==> config.mk <==
export PLATFORM = sky130hd
export DESIGN_NAME = fcb_coef_bank
export DESIGN_NICKNAME = d
export VERILOG_FILES = /design/src/rtl/fcb_pkg.sv /design/src/rtl/fcb_coef_bank.sv /design/src/rtl/fcb_fir.sv
export SDC_FILE = /design/constraint.sdc
export NUM_CORES = 2
export LEC_CHECK = 0
export BUFFER_PORTS_ARGS = -buffer_cell sky130_fd_sc_hd__buf_4
export CAP_MARGIN = 0
export CORE_MARGIN = 1.5
export CORE_UTILIZATION = 63
export DETAILED_ROUTE_END_ITERATION = 6
export PLACE_DENSITY = 0.86
export REMOVE_ABC_BUFFERS = 1
export SETUP_SLACK_MARGIN = 0.4
export SYNTH_ARGS = -nofsm -noshare
export SYNTH_HDL_FRONTEND = slang
export SYNTH_SLANG_ARGS = --single-unit
==> constraint.sdc <==
create_clock -name CLOCK -period 17.2 [get_ports CLOCK]
set_clock_uncertainty 0.15 [all_clocks]
set_input_delay 0.86 -clock CLOCK [delete_from_list [all_inputs] [get_ports CLOCK]]
set_output_delay 0.86 -clock CLOCK [all_outputs]
set_load 0.02 [all_outputs]
==> src/rtl/fcb_pkg.sv <==
package fcb_pkg;

  // Filter shape
  localparam int TAP_N      = 9;          // Taps per channel
  localparam int CENTER_TAP = 4;          // Fifth tap, zero based
  localparam int LAST_TAP   = TAP_N - 1;  // Ninth tap, zero based
  localparam int SAMPLE_W   = 12;         // Converter sample width
  localparam int COEF_W     = 12;         // Outer tap coefficient field
  localparam int CENTER_W   = 18;         // Center tap coefficient field
  localparam int REG_W      = 24;         // Widest coefficient register
  localparam int RESULT_W   = 34;         // Nine products summed without overflow

  // APB geometry
  localparam int ADDR_W = 16;             // Byte address width
  localparam int DATA_W = 32;             // Bus data width
  localparam int IDX_W  = ADDR_W - 2;     // Register index width
  localparam int STRB_W = DATA_W / 8;     // Byte strobes

  // Register index of each tap; byte address is four times this
  localparam logic [IDX_W-1:0] TAP_IDX [TAP_N] = '{
    14'h0448, 14'h044a, 14'h044c, 14'h044e, 14'h0450,
    14'h0453, 14'h0455, 14'h0457, 14'h0459
  };

  // Storage width of each tap register, reserved bits included
  localparam logic [REG_W-1:0] TAP_MASK [TAP_N] = '{
    24'h00ffff, 24'h00ffff, 24'h00ffff, 24'h00ffff, 24'hffffff,
    24'h00ffff, 24'h00ffff, 24'h00ffff, 24'h00ffff
  };

  // Mode control and status registers
  localparam logic [IDX_W-1:0] CTRL_IDX = 14'h0460;
  localparam logic [IDX_W-1:0] STAT_IDX = 14'h0461;
  localparam int CTRL_DUAL_BIT = 0;       // Dual-channel mode enable
  localparam int STAT_RUN_BIT  = 0;       // Filter running
  localparam int STAT_CNT_LSB  = 16;      // Output counter field
  localparam int CNT_W         = 16;      // Output counter width
  localparam int TAP9_MSB      = COEF_W - 1;  // Bit that reads back as zero

  // Reset values
  localparam logic [REG_W-1:0]  COEF_RST = 24'h000000;
  localparam logic [DATA_W-1:0] RD_RST   = 32'h00000000;

  // Sample stream into the filter
  typedef struct packed {
    logic                       vld;
    logic signed [SAMPLE_W-1:0] data;
  } fcb_sample_t;

  // Filter output stream
  typedef struct packed {
    logic                       vld;
    logic signed [RESULT_W-1:0] data;
  } fcb_result_t;

endpackage

==> src/rtl/fcb_coef_bank.sv <==
`timescale 1ns/1ps
module fcb_coef_bank (
  input  wire logic                         CLOCK,
  input  wire logic                         RST_N,
  input  wire logic                         PSEL,
  input  wire logic                         PENABLE,
  input  wire logic                         PWRITE,
  input  wire logic [fcb_pkg::ADDR_W-1:0]   PADDR,
  input  wire logic [fcb_pkg::DATA_W-1:0]   PWDATA,
  input  wire logic [fcb_pkg::STRB_W-1:0]   PSTRB,
  output logic      [fcb_pkg::DATA_W-1:0]   PRDATA,
  output logic                              PREADY,
  output logic                              PSLVERR,
  input  wire fcb_pkg::fcb_sample_t         SAMPLE_IN,
  output fcb_pkg::fcb_result_t              RESULT_OUT
);
  import fcb_pkg::*;

  // Coefficient storage, reserved bits included
  logic [TAP_N-1:0][REG_W-1:0]    coef_q;
  // Coefficients sign-extended to the center width for the filter
  logic [TAP_N-1:0][CENTER_W-1:0] coef_x;
  // Per-tap write masks after byte strobes
  logic [TAP_N-1:0][REG_W-1:0]    wmask;

  logic                   dual_q;      // Dual-channel mode enable
  logic [CNT_W-1:0]       cnt_q;       // Filter outputs produced
  logic [DATA_W-1:0]      prdata_q;    // Read data captured at setup
  logic                   err_q;       // Unmapped access seen at setup
  logic [DATA_W-1:0]      rd_data;     // Read mux
  logic [REG_W-1:0]       lane_mask;   // Strobes spread over bits
  logic [TAP_N-1:0]       tap_hit;     // Address selects a tap
  logic                   ctrl_hit;    // Address selects control
  logic                   stat_hit;    // Address selects status
  logic                   aligned;     // Word-aligned address
  logic                   mapped;      // Any register selected
  logic                   setup;       // APB setup phase
  logic                   wr_en;       // APB write taking effect
  logic [IDX_W-1:0]       idx;         // Word index of the address
  fcb_result_t            fir_out;     // Filter output

  // Address decode
  assign idx     = PADDR[ADDR_W-1:2];
  assign aligned = (PADDR[1:0] == 2'h0);

  // One comparator per tap register
  for (genvar k = 0; k < TAP_N; k++) begin : g_hit
    assign tap_hit[k] = aligned && (idx == TAP_IDX[k]);
  end

  assign ctrl_hit = aligned && (idx == CTRL_IDX);
  assign stat_hit = aligned && (idx == STAT_IDX);
  assign mapped   = (|tap_hit) || ctrl_hit || stat_hit;

  // Phase qualifiers; a flagged access never writes
  assign setup = PSEL && !PENABLE;
  assign wr_en = PSEL && PENABLE && PWRITE && !err_q;

  // Zero wait states: every access completes in its first access cycle
  assign PREADY  = 1'b1;
  assign PSLVERR = PSEL && PENABLE && err_q;
  assign PRDATA  = prdata_q;

  // Byte strobes cover the three low lanes that registers use
  always_comb begin
    lane_mask = '0;
    for (int b = 0; b < REG_W / 8; b++) begin
      lane_mask[b*8 +: 8] = {8{PSTRB[b]}};
    end
  end

  // Tap registers; bits outside the mask never leave zero
  for (genvar k = 0; k < TAP_N; k++) begin : g_tap
    assign wmask[k] = TAP_MASK[k] & lane_mask;

    always_ff @(posedge CLOCK) begin
      if (!RST_N) begin
        coef_q[k] <= COEF_RST;
      end else if (wr_en && tap_hit[k]) begin
        coef_q[k] <= (coef_q[k] & ~wmask[k]) | (PWDATA[REG_W-1:0] & wmask[k]);
      end
    end

    // Center uses its full field, outer taps sign-extend the low twelve bits
    if (k == CENTER_TAP) begin : g_ctr
      assign coef_x[k] = coef_q[k][CENTER_W-1:0];
    end else begin : g_outer
      assign coef_x[k] = CENTER_W'($signed(coef_q[k][COEF_W-1:0]));
    end
  end

  // Mode control; software selects dual-channel operation
  always_ff @(posedge CLOCK) begin
    if (!RST_N) begin
      dual_q <= 1'b0;
    end else if (wr_en && ctrl_hit && PSTRB[0]) begin
      dual_q <= PWDATA[CTRL_DUAL_BIT];
    end
  end

  // Output counter for status; wraps silently
  always_ff @(posedge CLOCK) begin
    if (!RST_N) begin
      cnt_q <= '0;
    end else if (fir_out.vld) begin
      cnt_q <= cnt_q + CNT_W'(1);
    end
  end

  // Read mux; reserved bits read back as stored, unused bits read zero
  always_comb begin
    rd_data = RD_RST;
    for (int k = 0; k < TAP_N; k++) begin
      if (tap_hit[k]) begin
        rd_data = DATA_W'(coef_q[k]);
      end
    end
    // Readback of the ninth tap loses its sign bit
    if (tap_hit[LAST_TAP]) begin
      rd_data[TAP9_MSB] = 1'b0;
    end
    if (ctrl_hit) begin
      rd_data[CTRL_DUAL_BIT] = dual_q;
    end
    if (stat_hit) begin
      rd_data[STAT_RUN_BIT]             = dual_q;
      rd_data[STAT_CNT_LSB +: CNT_W]    = cnt_q;
    end
  end

  // Read data and error are frozen at setup so PRDATA comes from a flop;
  // writes only happen in access phases, so the capture cannot be stale
  always_ff @(posedge CLOCK) begin
    if (!RST_N) begin
      prdata_q <= RD_RST;
      err_q    <= 1'b0;
    end else if (setup) begin
      prdata_q <= rd_data;
      err_q    <= !mapped;
    end
  end

  // Channel B filter; gated by dual-channel mode
  fcb_fir #(
    .TAPS (TAP_N),
    .CW   (CENTER_W)
  ) u_fir (
    .clk        (CLOCK),
    .rst_n      (RST_N),
    .enable     (dual_q),
    .coef       (coef_x),
    .sample_in  (SAMPLE_IN),
    .result_out (fir_out)
  );

  assign RESULT_OUT = fir_out;
endmodule

==> src/rtl/fcb_fir.sv <==
`timescale 1ns/1ps
module fcb_fir #(
  parameter int TAPS = fcb_pkg::TAP_N,
  parameter int CW   = fcb_pkg::CENTER_W
)(
  input  wire logic                            clk,
  input  wire logic                            rst_n,
  input  wire logic                            enable,
  input  wire logic [TAPS-1:0][CW-1:0]         coef,
  input  wire fcb_pkg::fcb_sample_t            sample_in,
  output fcb_pkg::fcb_result_t                 result_out
);
  import fcb_pkg::*;

  logic signed [SAMPLE_W-1:0] line_q [TAPS-1];  // Older samples, newest first
  logic signed [SAMPLE_W-1:0] win    [TAPS];    // Current nine-sample window
  logic signed [RESULT_W-1:0] acc;              // Weighted sum
  fcb_result_t                res_q;            // Registered output
  logic                       only_ctr;         // Helper for checking

  // Window: incoming sample plus the stored history
  always_comb begin
    win[0] = sample_in.data;
    for (int k = 1; k < TAPS; k++) begin
      win[k] = line_q[k-1];
    end
  end

  // Widen before multiplying so no product is cut short
  always_comb begin
    acc = '0;
    for (int k = 0; k < TAPS; k++) begin
      acc = acc + RESULT_W'(win[k]) * RESULT_W'($signed(coef[k]));
    end
  end

  // History only moves while the filter is enabled; stale samples
  // remain after a mode change until eight new ones arrive
  for (genvar k = 0; k < TAPS - 1; k++) begin : g_line
    always_ff @(posedge clk) begin
      if (!rst_n) begin
        line_q[k] <= '0;
      end else if (enable && sample_in.vld) begin
        line_q[k] <= win[k];
      end
    end
  end

  // Output register, one cycle after the sample
  always_ff @(posedge clk) begin
    if (!rst_n) begin
      res_q <= '0;
    end else begin
      res_q.vld <= enable && sample_in.vld;
      if (enable && sample_in.vld) begin
        res_q.data <= acc;
      end
    end
  end

  assign result_out = res_q;

  // True when only the center tap is one and all others are zero
  always_comb begin
    only_ctr = (coef[CENTER_TAP] == CW'(1));
    for (int k = 0; k < TAPS; k++) begin
      if (k != CENTER_TAP && coef[k] != '0) begin
        only_ctr = 1'b0;
      end
    end
  end
endmodule

==> flow_summary.ini <==
[routing]
routed_via_density = 5.805
drt_iter0_drc = 4769
route.vias.total = 53490
wl_mm = 191.1
routedWlPerCell_um = 20.74
firstDrtPassIters = 6
ant_nets = 0
drcViolationCount = 0

[placed_design]
io_buffers = 128
dp_slack_ps = 5586
dpl.hpwl_mm = 155.6
gp_congestion = 1.038

[setup_path]
path_delay_family = adder cells
crit_arrival_ps = 12260
cp_common_cell = fa_1
cp_slowest_cell = fa_1
critPathKind = flip-flop to flip-flop
critPathMaxFanout = 10
cp-end-kind = flip-flop
path_buf_inv = 5
cp.required_ps = 17550
worst_setup_path_start_kind = flip-flop
slowest_delay_ps = 760

[clock_network]
clock-sinks = 333
cts_inserted_buffers = 44
htreeDepth = 2
cts_setup_buffers = 0
clock_latency_ps = 610
ctsResizeCount = 0
cts_hold_buf = 0
cts_buffer_depth = 3
cts-root-buf = clkbuf_16
cts_tree = built
clk_pin_slew_ps = 60

[sta]
min_period_ps = 11900
slew_viol_final = 0
setup_viol = 0
relSlewSlack_pct = 15.69
min_period_over_period_pct = 69.21
setup_slack_ps = 5296
worst_pin_slew_ps = 1260
finalHoldViolations = 0
setup_tns_ps = 0
fmax_ghz = 0.08401
rsz0062_at_grt = no

[synth]
synth_top_family_by_area = adder cells
ys_ff_latch = 333
synth-adder-area-share_pct = 51.81
synth_xor_area_share_pct = 3.404
synth_compound_area_share_pct = 6.335
synth-simple-area-share_pct = 15.39
synth.area.mux_share_pct = 0.5434
synth.avg_cell_area_um2 = 8.961
synth_flop_cell = dfxtp_1
syn-cell-area_um2 = 69990
synth_edf_count = 96
synth.distinct_cells = 86
ys_warn_count = 0
async_flop_share_pct = 0
synthCells = 7811
ys_seq_area_share_pct = 10.90

[global_routing]
grt_pass1_vias = 57650
grt_antenna_before_repair = 2
grt_max_degree = 113
grt_pass1_wl_mm = 308.1
overflow = 0
grtUsageTotal_pct = 35.35

[finish]
multi_input_area_um2 = 54260
drive_above_1_share_pct = 3.654
fillers = 8209
area.sequential_um2 = 7627
post-route-util_pct = 66.36
synthToLayoutAreaGrowth_pct = 4.635
fin_nets = 9753

[outcome]
outcome = completed

[floorplanning]
dieHeight_um = 336.3
num_io_pins = 139
die_w_um = 336.3
num_rows = 122
coreArea_um2 = 110400
die_area_um2 = 113100
initial_core_util_pct = 63.42

[pwr]
power.density_nw_per_um2 = 26.24
peakVddDrop_mv = 0.06191
total_power_mw = 1.922
leakage_nw = 36.07

[hold_path]
hold_path.class = flip-flop to flip-flop

[flow_run]
maxCapViolations = 0
cells in the final DEF, fill, tap and decap left out, types with 8 or more instances in the layout:
master,instances
ha_1,508
o21ai_0,104
edfxtp_1,96
o2111ai_1,10
fa_1,1494
a31oi_1,29
nand4_1,9
dfxtp_1,237
a22o_1,11
nand2_1,1257
o21a_1,34
a222oi_1,11
and3_1,32
buf_4,145
inv_1,1836
o211ai_1,26
nand3_1,86
a221oi_1,9
a211oi_1,12
o21bai_1,28
xor2_1,90
nor4_1,10
clkbuf_16,47
and2_1,538
mux4_2,16
nor2_1,206
nor2b_1,26
xnor2_1,182
a21o_1,53
nand2b_1,65
diode_2,8
a21oi_1,293
inv_6,8
or2_2,11
nor3_1,44
o21ai_1,9
cells in the mapped netlist (all sizes together), types with 11 or more instances:
| cell type | n | area share (%) |
|---|---|---|
| a211oi | 15 | 0.18 |
| a21o | 54 | 0.58 |
| a21oi | 297 | 2.1 |
| a222oi | 11 | 0.16 |
| a22o | 11 | 0.14 |
| a31oi | 30 | 0.28 |
| and2 | 540 | 4.8 |
| and3 | 32 | 0.29 |
| buf | 12 | 0.079 |
| clkbuf | 309 | 1.7 |
| dfxtp | 237 | 6.8 |
| edfxtp | 96 | 4.1 |
| fa | 1494 | 43 |
| ha | 508 | 9.1 |
| inv | 1839 | 9.9 |
| mux4 | 16 | 0.51 |
| nand2 | 1257 | 6.7 |
| nand2b | 65 | 0.58 |
| nand3 | 87 | 0.62 |
| nor2 | 206 | 1.1 |
| nor2b | 27 | 0.24 |
| nor3 | 45 | 0.33 |
| nor4 | 12 | 0.15 |
| o211ai | 26 | 0.28 |
| o21a | 34 | 0.36 |
| o21ai | 115 | 0.83 |
| o21bai | 28 | 0.30 |
| or2 | 12 | 0.11 |
| xnor2 | 182 | 2.3 |
| xor2 | 90 | 1.1 |
final cells by class:
cell class	instances	area share (%)
multi-input cells	5315	74.09
inverters	1842	9.453
flip-flops and latches	333	10.41
well taps	1488	2.542
clock buffers	55	1.661
diodes	8	0.02734
clock inverters	27	0.3280
repair buffers	145	1.486
worst register-to-register path, delay by kind of cell, from the launching register on:
kind / cells / cell delay [ps]
DFF: 1 / 550
and+or+nand+nor: 1 / 300
AOI/OAI and AO/OA: 16 / 3540
buffers and inverters: 5 / 710
xor gates and xnor gates: 4 / 1560
adders and majority gates: 10 / 4930
final timing paths:
check / endpoint / slack [ps] / depth (start not counted)
setup / recovery: u_fir.result_out[32] / 5300 / 36
setup reg to reg: u_fir.result_out[32] / 5300 / 36
hold / removal: flip-flop / 300 / 2
hold reg to reg: flip-flop / 300 / 2
kinds of logic after synthesis:
logic type | Yosys count
AO/OA/AOI/OAI | 702
XOR/XNOR | 272
adder cells (fa/ha/maj) | 2002
buffers and inverters | 2163
flip-flops | 333
multiplexers | 18
other | 1
AND/OR/NAND/NOR | 2320
report_power, final:
| group | leakage, nW | internal (mW) | total [mW] | switching [mW] |
|---|---|---|---|---|
| logic | 32.5 | 0.0303 | 0.107 | 0.0764 |
| registers | 2.90 | 0.815 | 0.857 | 0.0416 |
| clock network | 0.715 | 0.529 | 0.958 | 0.429 |
| total | 36.1 | 1.37 | 1.92 | 0.547 |
routing by layer:
layer  part of all wire, %  vias up  GRT usage [%]  wire length [um]
li1                      -    23020              -                 -
met1                    35    26790          43.92             67150
met2                    46     2971          55.50             88030
met3                    12      704          9.348             22460
met4                   7.0        4          21.51             13450
met5                 0.014        -              0                27
through the flow:
stage,std cells,hold slack (ps),area [um2]
final,9213,303.4,73240
after global routing,9205,322.0,73220
after CTS,9205,302.3,73220
after detailed placement,9123,293.2,71760
after global placement,9123,284.6,71760
after floorplan,7490,278.6,68780
Note: power is estimated with default switching activity, not from simulation.
